### config.mk
export PLATFORM = sky130hd
export DESIGN_NAME = mups_pin_mux
export DESIGN_NICKNAME = d
export VERILOG_FILES = /design/src/mups_pkg.sv /design/src/mups_pin_mux.sv /design/src/mups_button_edge.sv
export SDC_FILE = /design/constraint.sdc
export NUM_CORES = 1
export LEC_CHECK = 0
export BUFFER_PORTS_ARGS = -buffer_cell sky130_fd_sc_hd__buf_4
export CELL_PAD_IN_SITES_DETAIL_PLACEMENT = 0
export CELL_PAD_IN_SITES_GLOBAL_PLACEMENT = 1
export CORE_ASPECT_RATIO = 0.75
export CORE_UTILIZATION = 28
export DETAILED_ROUTE_END_ITERATION = 16
export PLACE_DENSITY_LB_ADDON = 0.1
export SYNTH_ARGS = -nofsm -noshare
export SYNTH_HDL_FRONTEND = slang
export SYNTH_SLANG_ARGS = --single-unit
### constraint.sdc
create_clock -name core_clk -period 0.8 [get_ports core_clk]
set_clock_uncertainty 0.05 [all_clocks]
set_input_delay 0.12 -clock core_clk [delete_from_list [all_inputs] [get_ports core_clk]]
set_output_delay 0.12 -clock core_clk [all_outputs]
set_load 0.05 [all_outputs]
### src/mups_pkg.sv
package mups_pkg;

  // Pad group sizes, test mux size and select width, button synchronizer depth
  localparam int LCD_COM_N = 4;
  localparam int GIO_N = 4;
  localparam int SPI_N = 4;
  localparam int EMU_N = 3;
  localparam int TMUX_W = 4;
  localparam int TMUX_N = 16;
  localparam int SYNC_STAGES = 2;

  // General I/O pad index inside the shared group (lines 4 to 7)
  localparam int GIO_FIRST_LINE = 4;
  localparam int GIO_EEP_CLK = 0;
  localparam int GIO_EEP_DATA = 1;
  localparam int GIO_REAL_PULSE = 2;
  localparam int GIO_REACT_PULSE = 3;

  // Serial port pad index
  localparam int SPI_CLK = 0;
  localparam int SPI_DATA_OUT = 1;
  localparam int SPI_SELECT_N = 2;
  localparam int SPI_DATA_IN = 3;

  // Emulator pad index
  localparam int EMU_DATA = 0;
  localparam int EMU_RESET = 1;
  localparam int EMU_CLOCK = 2;

  // Reset values and pixel-drive output enable
  localparam logic RST_BIT = 1'h0;
  localparam logic RST_SELECT_N = 1'h1;
  localparam logic PIXEL_OE = 1'h1;

  // Optical transmit pad function, Gray coded
  typedef enum logic [1:0] {
    MUPS_TX_GIO = 2'h0,
    MUPS_TX_IR = 2'h1,
    MUPS_TX_REAL = 2'h3,
    MUPS_TX_REACT = 2'h2
  } mups_tx_mode_t;

endpackage

### src/mups_pin_mux.sv
`timescale 1ns/1ps

// Summary of operation
// - Four LCD backplane outputs carry the common select waveforms.
// - Each shared pad acts as LCD pixel drive or general I/O by configuration.
// - With the EEPROM interface on, its clock goes to line 4 and its data to line 5.
// - With pulse outputs on, real-energy pulse goes to line 6 and reactive to line 7.
// - The four serial port pads each choose pixel drive or serial port function.
// - Emulator-enable high gives the three emulator pads to the emulator, low to pixel drive.
// - Clock-test and mux-sync pads choose their output or pixel drive by their own enables.
// - A test mux output shows one of sixteen internal signals picked by a four-bit select.
// - The optical receive pad is the infrared receive input or general I/O.
// - The optical transmit pad is IR LED, real pulse, reactive pulse or general I/O.
// - The chip reset input is active high and holds the backplane, all pad drives except clock-test, mux-sync and test mux, and push-button logic in reset.
// - A push-button rising edge sets the push-button flag.
// - A push-button rising edge wakes the chip from sleep or LCD-only mode.
module mups_pin_mux
  import mups_pkg::*;
(
  // Clock and reset
  input wire logic core_clk,
  input wire logic nrst,
  input wire logic chipResetIn,
  output logic chipInReset,
  // LCD engine
  input wire logic [LCD_COM_N-1:0] lcdBackplaneIn,
  output logic [LCD_COM_N-1:0] lcdBackplaneOut,
  input wire logic [GIO_N-1:0] gioPixel,
  input wire logic [SPI_N-1:0] spiPixel,
  input wire logic [EMU_N-1:0] emuPixel,
  input wire logic clkTestPixel,
  input wire logic muxSyncPixel,
  // General I/O controller
  input wire logic [GIO_N-1:0] gioSelect,
  input wire logic [GIO_N-1:0] gioOut,
  input wire logic [GIO_N-1:0] gioOutEn,
  output logic [GIO_N-1:0] gioIn,
  // EEPROM and pulse sources
  input wire logic eepromEnable,
  input wire logic eepClk,
  input wire logic eepDataOut,
  input wire logic eepDataOutEn,
  output logic eepDataIn,
  input wire logic pulseEnable,
  input wire logic realEnergyPulse,
  input wire logic reactiveEnergyPulse,
  // Shared general I/O pads
  input wire logic [GIO_N-1:0] gioPadIn,
  output logic [GIO_N-1:0] gioPadOut,
  output logic [GIO_N-1:0] gioPadOe,
  // Serial port
  input wire logic [SPI_N-1:0] spiSelect,
  input wire logic spiPortDataOut,
  input wire logic spiPortDataOutEn,
  output logic spiPortClk,
  output logic spiPortSelectN,
  output logic spiPortDataIn,
  input wire logic [SPI_N-1:0] spiPadIn,
  output logic [SPI_N-1:0] spiPadOut,
  output logic [SPI_N-1:0] spiPadOe,
  // Emulator
  input wire logic emulatorEnable,
  input wire logic emulatorDataOut,
  input wire logic emulatorDataOutEn,
  input wire logic emulatorClock,
  output logic emulatorDataIn,
  output logic emulatorResetIn,
  input wire logic [EMU_N-1:0] emuPadIn,
  output logic [EMU_N-1:0] emuPadOut,
  output logic [EMU_N-1:0] emuPadOe,
  // Clock test and mux sync
  input wire logic clockTestOutEn,
  input wire logic clockTestSrc,
  output logic clockTestPad,
  input wire logic muxSyncOutEn,
  input wire logic muxSyncSrc,
  output logic muxSyncPad,
  // Test mux
  input wire logic [TMUX_W-1:0] testMuxSelect,
  input wire logic [TMUX_N-1:0] testMuxSources,
  output logic testMuxOut,
  // Optical link
  input wire logic irRxSelect,
  input wire logic irRxPadIn,
  output logic irRxPadOut,
  output logic irRxPadOe,
  output logic irReceiveIn,
  input wire logic irRxGioOut,
  input wire logic irRxGioOutEn,
  output logic irRxGioIn,
  input wire mups_tx_mode_t irTxMode,
  input wire logic irTransmitOut,
  input wire logic irTxGioOut,
  input wire logic irTxGioOutEn,
  output logic irTxPadOut,
  output logic irTxPadOe,
  // Push button and power
  input wire logic pushButtonIn,
  input wire logic pushButtonFlagClear,
  input wire logic lowPowerMode,
  output logic pushButtonFlag,
  output logic wakeUp,
  // Production test strap
  input wire logic productionTestIn,
  output logic productionTestActive
);

  // Picks the pad drive {out, oe}: alternate function or pixel drive
  function automatic logic [1:0] pickDrive(input logic useAlt, input logic [1:0] altDrv,
                                           input logic pixVal);
    return useAlt ? altDrv : {pixVal, PIXEL_OE};
  endfunction

  logic [GIO_N-1:0] next_gioOut, next_gioOe;
  logic [SPI_N-1:0] next_spiOut, next_spiOe;
  logic [EMU_N-1:0] next_emuOut, next_emuOe;
  logic [1:0] next_irTx;
  logic buttonRise;

  always_ff @(posedge core_clk or negedge nrst) begin
    if (!nrst) begin
      lcdBackplaneOut <= '0;
      chipInReset <= RST_BIT;
    end else begin
      chipInReset <= chipResetIn;
      lcdBackplaneOut <= chipResetIn ? '0 : lcdBackplaneIn;
    end
  end

  always_comb begin
    for (int i = 0; i < GIO_N; i++) begin
      {next_gioOut[i], next_gioOe[i]} = pickDrive(gioSelect[i], {gioOut[i], gioOutEn[i]},
                                                  gioPixel[i]);
    end
    if (eepromEnable) begin
      {next_gioOut[GIO_EEP_CLK], next_gioOe[GIO_EEP_CLK]} = {eepClk, 1'h1};
      {next_gioOut[GIO_EEP_DATA], next_gioOe[GIO_EEP_DATA]} = {eepDataOut, eepDataOutEn};
    end
    if (pulseEnable) begin
      {next_gioOut[GIO_REAL_PULSE], next_gioOe[GIO_REAL_PULSE]} = {realEnergyPulse, 1'h1};
      {next_gioOut[GIO_REACT_PULSE], next_gioOe[GIO_REACT_PULSE]} =
        {reactiveEnergyPulse, 1'h1};
    end
  end

  always_comb begin
    for (int i = 0; i < SPI_N; i++) begin
      {next_spiOut[i], next_spiOe[i]} = pickDrive(spiSelect[i], 2'h0, spiPixel[i]);
    end
    if (spiSelect[SPI_DATA_OUT]) begin
      {next_spiOut[SPI_DATA_OUT], next_spiOe[SPI_DATA_OUT]} =
        {spiPortDataOut, spiPortDataOutEn};
    end
  end

  always_comb begin
    for (int i = 0; i < EMU_N; i++) begin
      {next_emuOut[i], next_emuOe[i]} = pickDrive(emulatorEnable, 2'h0, emuPixel[i]);
    end
    if (emulatorEnable) begin
      {next_emuOut[EMU_DATA], next_emuOe[EMU_DATA]} = {emulatorDataOut, emulatorDataOutEn};
      {next_emuOut[EMU_CLOCK], next_emuOe[EMU_CLOCK]} = {emulatorClock, 1'h1};
    end
  end

  always_comb begin
    case (irTxMode)
      MUPS_TX_GIO: next_irTx = {irTxGioOut, irTxGioOutEn};
      MUPS_TX_IR: next_irTx = {irTransmitOut, 1'h1};
      MUPS_TX_REAL: next_irTx = {realEnergyPulse, 1'h1};
      MUPS_TX_REACT: next_irTx = {reactiveEnergyPulse, 1'h1};
      default: next_irTx = {irTxGioOut, irTxGioOutEn};
    endcase
  end

  // pad registers held in reset by the chip reset pin
  always_ff @(posedge core_clk or negedge nrst) begin
    if (!nrst) begin
      gioPadOut <= '0;
      gioPadOe <= '0;
      spiPadOut <= '0;
      spiPadOe <= '0;
      emuPadOut <= '0;
      emuPadOe <= '0;
      irTxPadOut <= RST_BIT;
      irTxPadOe <= RST_BIT;
      irRxPadOut <= RST_BIT;
      irRxPadOe <= RST_BIT;
    end else if (chipResetIn) begin
      gioPadOut <= '0;
      gioPadOe <= '0;
      spiPadOut <= '0;
      spiPadOe <= '0;
      emuPadOut <= '0;
      emuPadOe <= '0;
      irTxPadOut <= RST_BIT;
      irTxPadOe <= RST_BIT;
      irRxPadOut <= RST_BIT;
      irRxPadOe <= RST_BIT;
    end else begin
      gioPadOut <= next_gioOut;
      gioPadOe <= next_gioOe;
      spiPadOut <= next_spiOut;
      spiPadOe <= next_spiOe;
      emuPadOut <= next_emuOut;
      emuPadOe <= next_emuOe;
      {irTxPadOut, irTxPadOe} <= next_irTx;
      // receive pad released while it listens to the detector
      irRxPadOut <= irRxSelect ? RST_BIT : irRxGioOut;
      irRxPadOe <= irRxSelect ? RST_BIT : irRxGioOutEn;
    end
  end

  // clock test and mux sync pads
  always_ff @(posedge core_clk or negedge nrst) begin
    if (!nrst) begin
      clockTestPad <= RST_BIT;
      muxSyncPad <= RST_BIT;
    end else begin
      clockTestPad <= clockTestOutEn ? clockTestSrc : clkTestPixel;
      muxSyncPad <= muxSyncOutEn ? muxSyncSrc : muxSyncPixel;
    end
  end

  always_ff @(posedge core_clk or negedge nrst) begin
    if (!nrst) begin
      testMuxOut <= RST_BIT;
    end else begin
      testMuxOut <= testMuxSources[testMuxSelect];
    end
  end

  // Inputs seen by the internal functions
  always_ff @(posedge core_clk or negedge nrst) begin
    if (!nrst) begin
      gioIn <= '0;
      eepDataIn <= RST_BIT;
      spiPortClk <= RST_BIT;
      spiPortSelectN <= RST_SELECT_N;
      spiPortDataIn <= RST_BIT;
      emulatorDataIn <= RST_BIT;
      emulatorResetIn <= RST_BIT;
      irReceiveIn <= RST_BIT;
      irRxGioIn <= RST_BIT;
    end else begin
      gioIn <= gioPadIn;
      eepDataIn <= eepromEnable & gioPadIn[GIO_EEP_DATA];
      spiPortClk <= spiSelect[SPI_CLK] & spiPadIn[SPI_CLK];
      spiPortSelectN <= ~spiSelect[SPI_SELECT_N] | spiPadIn[SPI_SELECT_N];
      spiPortDataIn <= spiSelect[SPI_DATA_IN] & spiPadIn[SPI_DATA_IN];
      emulatorDataIn <= emulatorEnable & emuPadIn[EMU_DATA];
      emulatorResetIn <= emulatorEnable & emuPadIn[EMU_RESET];
      irReceiveIn <= irRxSelect & irRxPadIn;
      irRxGioIn <= irRxPadIn;
    end
  end

  mups_button_edge u_button (
    .core_clk(core_clk),
    .nrst(nrst),
    .clearIn(chipResetIn),
    .buttonIn(pushButtonIn),
    .buttonRise(buttonRise)
  );

  always_ff @(posedge core_clk or negedge nrst) begin
    if (!nrst) begin
      pushButtonFlag <= RST_BIT;
    end else if (chipResetIn) begin
      pushButtonFlag <= RST_BIT;
    end else if (buttonRise) begin
      pushButtonFlag <= 1'h1;
    end else if (pushButtonFlagClear) begin
      pushButtonFlag <= RST_BIT;
    end
  end

  always_ff @(posedge core_clk or negedge nrst) begin
    if (!nrst) begin
      wakeUp <= RST_BIT;
    end else begin
      wakeUp <= buttonRise & lowPowerMode & ~chipResetIn;
    end
  end

  always_ff @(posedge core_clk or negedge nrst) begin
    if (!nrst) begin
      productionTestActive <= RST_BIT;
    end else begin
      productionTestActive <= productionTestIn;
    end
  end

  property p_backplane;
    @(posedge core_clk) disable iff (!nrst)
    !chipResetIn |=> lcdBackplaneOut == $past(lcdBackplaneIn);
  endproperty
  a_backplane: assert property (p_backplane) else $error("backplane mismatch");

  property p_eeprom;
    @(posedge core_clk) disable iff (!nrst)
    eepromEnable && !chipResetIn |=>
      gioPadOut[GIO_EEP_CLK] == $past(eepClk) && gioPadOe[GIO_EEP_CLK];
  endproperty
  a_eeprom: assert property (p_eeprom) else $error("eeprom clock not on line");

  property p_pulse;
    @(posedge core_clk) disable iff (!nrst)
    pulseEnable && !chipResetIn |=> gioPadOe[GIO_REACT_PULSE] &&
      gioPadOut[GIO_REAL_PULSE] == $past(realEnergyPulse) &&
      gioPadOut[GIO_REACT_PULSE] == $past(reactiveEnergyPulse);
  endproperty
  a_pulse: assert property (p_pulse) else $error("pulse lines wrong");

  property p_spi;
    @(posedge core_clk) disable iff (!nrst)
    !spiSelect[SPI_CLK] && !chipResetIn |=>
      spiPadOe[SPI_CLK] && spiPadOut[SPI_CLK] == $past(spiPixel[SPI_CLK]) && !spiPortClk;
  endproperty
  a_spi: assert property (p_spi) else $error("serial clock pad not pixel drive");

  property p_emu;
    @(posedge core_clk) disable iff (!nrst)
    !emulatorEnable && !chipResetIn |=> emuPadOe == '1 && emuPadOut == $past(emuPixel);
  endproperty
  a_emu: assert property (p_emu) else $error("emulator pads not pixel drive");

  property p_clktest;
    @(posedge core_clk) disable iff (!nrst)
    clockTestOutEn |=> clockTestPad == $past(clockTestSrc);
  endproperty
  a_clktest: assert property (p_clktest) else $error("clock test pad wrong");

  property p_tmux;
    @(posedge core_clk) disable iff (!nrst)
    ##1 testMuxOut == $past(testMuxSources[testMuxSelect]);
  endproperty
  a_tmux: assert property (p_tmux) else $error("test mux wrong source");

  property p_irtx;
    @(posedge core_clk) disable iff (!nrst)
    irTxMode == MUPS_TX_REAL && !chipResetIn |=>
      irTxPadOe && irTxPadOut == $past(realEnergyPulse);
  endproperty
  a_irtx: assert property (p_irtx) else $error("optical tx not real pulse");

  property p_reset;
    @(posedge core_clk) disable iff (!nrst)
    chipResetIn |=> !pushButtonFlag && gioPadOe == '0 && !wakeUp;
  endproperty
  a_reset: assert property (p_reset) else $error("chip reset not honoured");

  property p_flag;
    @(posedge core_clk) disable iff (!nrst)
    $rose(pushButtonIn) && !chipResetIn ##1 (!chipResetIn) [*3] |=> pushButtonFlag;
  endproperty
  a_flag: assert property (p_flag) else $error("button edge did not set flag");

  property p_wake;
    @(posedge core_clk) disable iff (!nrst)
    buttonRise && lowPowerMode && !chipResetIn |=> wakeUp ##1 !wakeUp;
  endproperty
  a_wake: assert property (p_wake) else $error("wake pulse wrong");

  property p_once;
    @(posedge core_clk) disable iff (!nrst)
    buttonRise |=> !buttonRise;
  endproperty
  a_once: assert property (p_once) else $error("edge detected twice");

endmodule // mups_pin_mux

### src/mups_button_edge.sv
`timescale 1ns/1ps

module mups_button_edge
  import mups_pkg::*;
(
  // Clock and reset
  input wire logic core_clk,
  input wire logic nrst,
  // Control
  input wire logic clearIn,
  // Button
  input wire logic buttonIn,
  output logic buttonRise
);

  logic [SYNC_STAGES-1:0] syncChain;
  logic prevLevel;

  always_ff @(posedge core_clk or negedge nrst) begin
    if (!nrst) begin
      syncChain <= '0;
    end else begin
      syncChain <= {syncChain[SYNC_STAGES-2:0], buttonIn};
    end
  end

  always_ff @(posedge core_clk or negedge nrst) begin
    if (!nrst) begin
      prevLevel <= RST_BIT;
    end else begin
      prevLevel <= syncChain[SYNC_STAGES-1];
    end
  end

  always_ff @(posedge core_clk or negedge nrst) begin
    if (!nrst) begin
      buttonRise <= RST_BIT;
    end else if (clearIn) begin
      buttonRise <= RST_BIT;
    end else begin
      buttonRise <= syncChain[SYNC_STAGES-1] & ~prevLevel;
    end
  end

endmodule // mups_button_edge

# Word level (Yosys, flattened, before mapping)
# Cells that the tools add are included.
[totals]
reg_bits = 53
in_bits = 97
out_inout_bits = 49
wordCells = 88
[op_classes]
order_cmp = 1
n_eq_ne = 3
muxes = 39
bitwise_logic = 13
n_reduce_logical = 2
[ops]
columns = ["cell", "count"]
rows = [
  ["$mux W2", 12],
  ["$mux W4", 5],
  ["$mux W1", 18],
  ["$and A1 B1 Y1", 9],
  ["$pmux W2 S4", 1],
  ["$mux W3", 2],
  ["$lt A4 B5 Y1 const B", 1],
  ["$bmux W1 S4", 1],
  ["$eq A2 B2 Y1 const B", 2],
  ["$not A1 Y1", 3],
  ["$reduce_bool A3 Y1", 1],
  ["$eq A2 B1 Y1 const B", 1],
  ["$logic_not A2 Y1", 1],
  ["$or A1 B1 Y1", 1],
]

# Depth between registers and ports, before layout
[logic_depth]
depth_word = 3
depth_mapped = 3
mapped_depth_nobuf = 3

# By module
# Synthesis repeated with hierarchy kept, for this count alone.
[unflattened]
hier_cells = 128
hier_area_um2 = 1900.6
[by_module_without_submodules]
columns = ["mod", "n_inst", "cells_per_inst", "area_per_inst_um2", "seq_area_each_um2"]
rows = [
  ["mups_pin_mux", 1, 123, 1788.0, 1227.4],
  ["mups_button_edge", 1, 5, 112.6, 100.1],
]

# Least setup slack after synthesis
# Ideal clock, no wire load.
[synth_timing]
kind = "input-to-reg"
startpoint = "in testMuxSelect[0]"
endpoint = "reg testMuxOut"
setup_time_ns = 0.126
arrival_time_ns = 0.835
t_required_ns = 0.624
setup_slack_ns = -0.211
stages = 3
path_buffers = 0
cell_sequence = "mux4_1 -> mux2i_1 -> mux2i_1"
[synth_between]
elab_chain_len = 2
[synth_lines]
columns = ["element", "line_no", "rtl"]
rows = [
  ["start, declared", "mups_pin_mux.sv:79", "input wire logic [TMUX_W-1:0] testMuxSelect,"],
  ["$bmux W1 S4", "mups_pin_mux.sv:229", "testMuxOut <= testMuxSources[testMuxSelect];"],
  ["$mux W1 (implied by the code)", "mups_pin_mux.sv:229", ""],
  ["end signal, assigned", "mups_pin_mux.sv:229", ""],
  ["end, declared", "mups_pin_mux.sv:81", "output logic testMuxOut,"],
]
# Every way passes these cells. The select of a mux whose other input is x is not followed.
# A chain may end at the register's enable or synchronous reset.

# Worst setup path after layout
[layout_timing]
startpoint = "reg spiPortSelectN"
endpoint = "out spiPortSelectN"
[layout_lines]
columns = ["element", "line_no", "rtl"]
rows = [
  ["start, declared", "mups_pin_mux.sv:56", "output logic spiPortSelectN,"],
  ["start signal, assigned", "mups_pin_mux.sv:249", "spiPortSelectN <= ~spiSelect[SPI_SELECT_N] | spiPadIn[SPI_SELECT_N];"],
]
# No word-level cell between the ends.

==> impl_metrics.toml <==
[yosys]
ys_top_cells_by_count = "dfrtp_1 (52), nor2_1 (17), and2_1 (11)"
yosysTopAreaCellShare_pct = 68.74
synthArstFlopShare_pct = 100.0
syn-num-nets = 225
yosysTopAreaCell = "dfrtp_1"
syn-instance-count = 128
yosys_most_used_dff = "dfrtp_1"
synth_area_leaders = "dfrtp_1 (69%), mux4_1 (5.6%), mux2i_1 (5.3%)"
synth.most_common_cell = "dfrtp_1"
ys_ff_latch = 53
yosysWarnings = 0
syn_area_per_cell_um2 = 14.79
seq_area_frac_synth_pct = 70.13
synth.distinct_cells = 17
synth_edf_count = 0
syn_area_um2 = 1893

[setup_path]
crit_chain = "buf_8"
critPathBufInv = 1
critPathTopFamily = "flip-flops"
cp-start-kind = "flop"
critPathArrivalTime_ns = 0.98
cp-end-kind = "primary output"
critical_path_class = "reg2out"
cp.required_ns = 0.63
cp_slowest_cell = "dfstp_2"
cp_max_fo = 1
max_stage_delay_ns = 0.54

[routing]
highest_layer = "met4"
wl_per_cell_um = 12.20
wl_met1_mm = 2.017
wirelength_mm = 4.918
drc = 0
wl_met2_mm = 2.391
drt_iter0_markers = 39
via_per_inst = 4.102
wl_met3_um = 466
via_count = 1653
antenna_left = 0
first_pass_iters = 4

[grt]
grt_max_degree = 20
grt_pass1_wl_mm = 7.797
grt_overflow = 0
grt_antenna_before_repair = 0
grt_pass1_vias = 1712
track_usage_pct = 14.06

[clock_network]
cts_max_level = 2
path_clk_slew_ns = 0.09
cts_tree = "built"
cts_buffers = 5
clkLatencyLatePin_ns = 0.30
numClockSinks = 53
cts_root_buffer = "clkbuf_8"
cts_buffer_depth = 2

[final_layout]
multi_input_area_um2 = 533.0
stdcell_count = 403
nets = 418
area_delta_synth_final_pct = 102.4
final_layout_size_suffix_gt1_share_pct = 55.59
antennaDiodeCount = 0
fillers = 528
stdcell_area_um2 = 3832
seqCellArea_um2 = 1329

[timing]
finalSetupViolations = 52
drv_slew = 0
hold_violations = 2
fin_ws_ns = -0.3506
hold_ws_ns = -0.06438
tightest_slew_ns = 0.2773
period_share_pct = 143.8
grt_setup_unrepaired = "yes"
fmax_mhz = 869.1
finalCriticalPeriod_ns = 1.151
relSlewSlack_pct = 81.52

[placed_design]
place_inst = 359
portBuffers = 143
gp_congestion = 0.6679
place_area_um2 = 3151
place_hpwl_mm = 3.694

[min_path]
hp-class = "in2reg"

[die]
initial_core_util_pct = 29.52
die_area_um2 = 7097
fp.dieW_um = 96.95
die_h_um = 73.21
ioPinCount = 146
rows = 25
core_um2 = 6412

[outcome]
status = "finished with violations"
failed_checks = "negative hold slack, negative setup slack"

[power]
powerDensity_nw_per_um2 = 1661
ir_worst_vdd_uv = 1002
total_power_mw = 6.367
p_leak_nw = 1.953

[run]
cap_viol_max_count = 0
-- final timing paths --
kind,start,to,slack (ns),cells past startpoint
setup reg to reg,pushButtonFlag,pushButtonFlag,-0.04,3
max in group asynchronous,nrst,emulatorDataIn,0.14,3
min in group asynchronous,nrst,u_button.prevLevel,0.18,2
hold reg to reg,u_button.syncChain[0],u_button.syncChain[1],0.30,0
setup / recovery,spiPortSelectN,spiPortSelectN,-0.35,1
hold / removal,irRxSelect,irRxPadOut,-0.06,2
-- metrics by stage --
step           setup slack [ns]  TNS [ns]  util (%)
2_1_floorplan           -0.1584   -0.3120         -
4_1_cts                 -0.3641    -11.20     59.22
6_report                -0.3506    -10.31     59.77
3_5_place_dp            -0.3657   -0.9881     49.13
3_3_place_gp            -0.3476   -0.9723     49.13
5_1_grt                 -0.3774    -12.03     59.77
-- timing repair --
item                       4_1_cts  5_1_grt
gates cloned                     0        0
pin swaps                        0        4
setup buffers                    1        1
setup endpoints to repair       50       57
hold endpoints to repair        90        9
hold buffers                    34        3
gates resized for setup         51        8
-- report_power, final --
group	internal [mW]	switching (mW)
Sequential	2.83	0.0678
Combinational	0.858	0.831
Clock	0.930	0.853
Total	4.62	1.75
-- state kept, by name (all words and copies together), names as in the netlist, 2 cells and up --
register and count:
gioIn 4, spiPadOe 4, gioPadOut 4, emuPadOut 3
emuPadOe 3, spiPadOut 4, lcdBackplaneOut 4, gioPadOe 4
u_button.syncChain 2
-- cell usage in the layout (no fill, tap or decap) --
cell | netlist | final
buf_4 | 0 | 103
dfrtp_1 | 52 | 51
buf_6 | 0 | 49
dlygate4sd3_1 | 0 | 31
nor2_1 | 17 | 15
and2_1 | 11 | 11
mux2i_1 | 10 | 10
mux2_2 | 6 | 6
inv_1 | 5 | 5
a21oi_1 | 6 | 5
mux4_2 | 1 | 5
clkbuf_8 | 0 | 5
nor2b_1 | 4 | 4
nor3b_1 | 3 | 3
dlymetal6s4s_1 | 0 | 3
nor2_2 | 0 | 2
buf_8 | 0 | 2
buf_12 | 0 | 2
a221oi_1 | 1 | 1
nand2b_1 | 1 | 1
and3_1 | 1 | 1
nor3_1 | 1 | 1
a21oi_4 | 0 | 1
clkinv_2 | 0 | 1
bufinv_16 | 0 | 1
clkbuf_1 | 4 | 1
dfrtp_2 | 0 | 1
dfstp_2 | 1 | 1
-- final cells by class --
| cell class | instances | area share, % |
|---|---|---|
| Multi-Input combinational cell | 66 | 13.91 |
| Timing Repair Buffer | 190 | 45.48 |
| Inverter | 5 | 0.4897 |
| Clock buffer | 6 | 1.894 |
| Sequential cell | 53 | 34.67 |
| Tap cell | 81 | 2.644 |
| Clock inverter | 2 | 0.9141 |
-- routing by layer --
metal  vias up  track usage, %
li1        806               -
met2        77           23.24
met1       765           16.97
met4         0           4.478
met3         5           5.747
met5         -               0
-- cells by family after synthesis --
family	Yosys count	synth area share (%)
simple gates	38	10.44
compound gates	7	2.049
mux	21	15.60
flops	53	70.13
buf+inv	9	1.784
No activity file was read; power rests on OpenSTA's default activity.
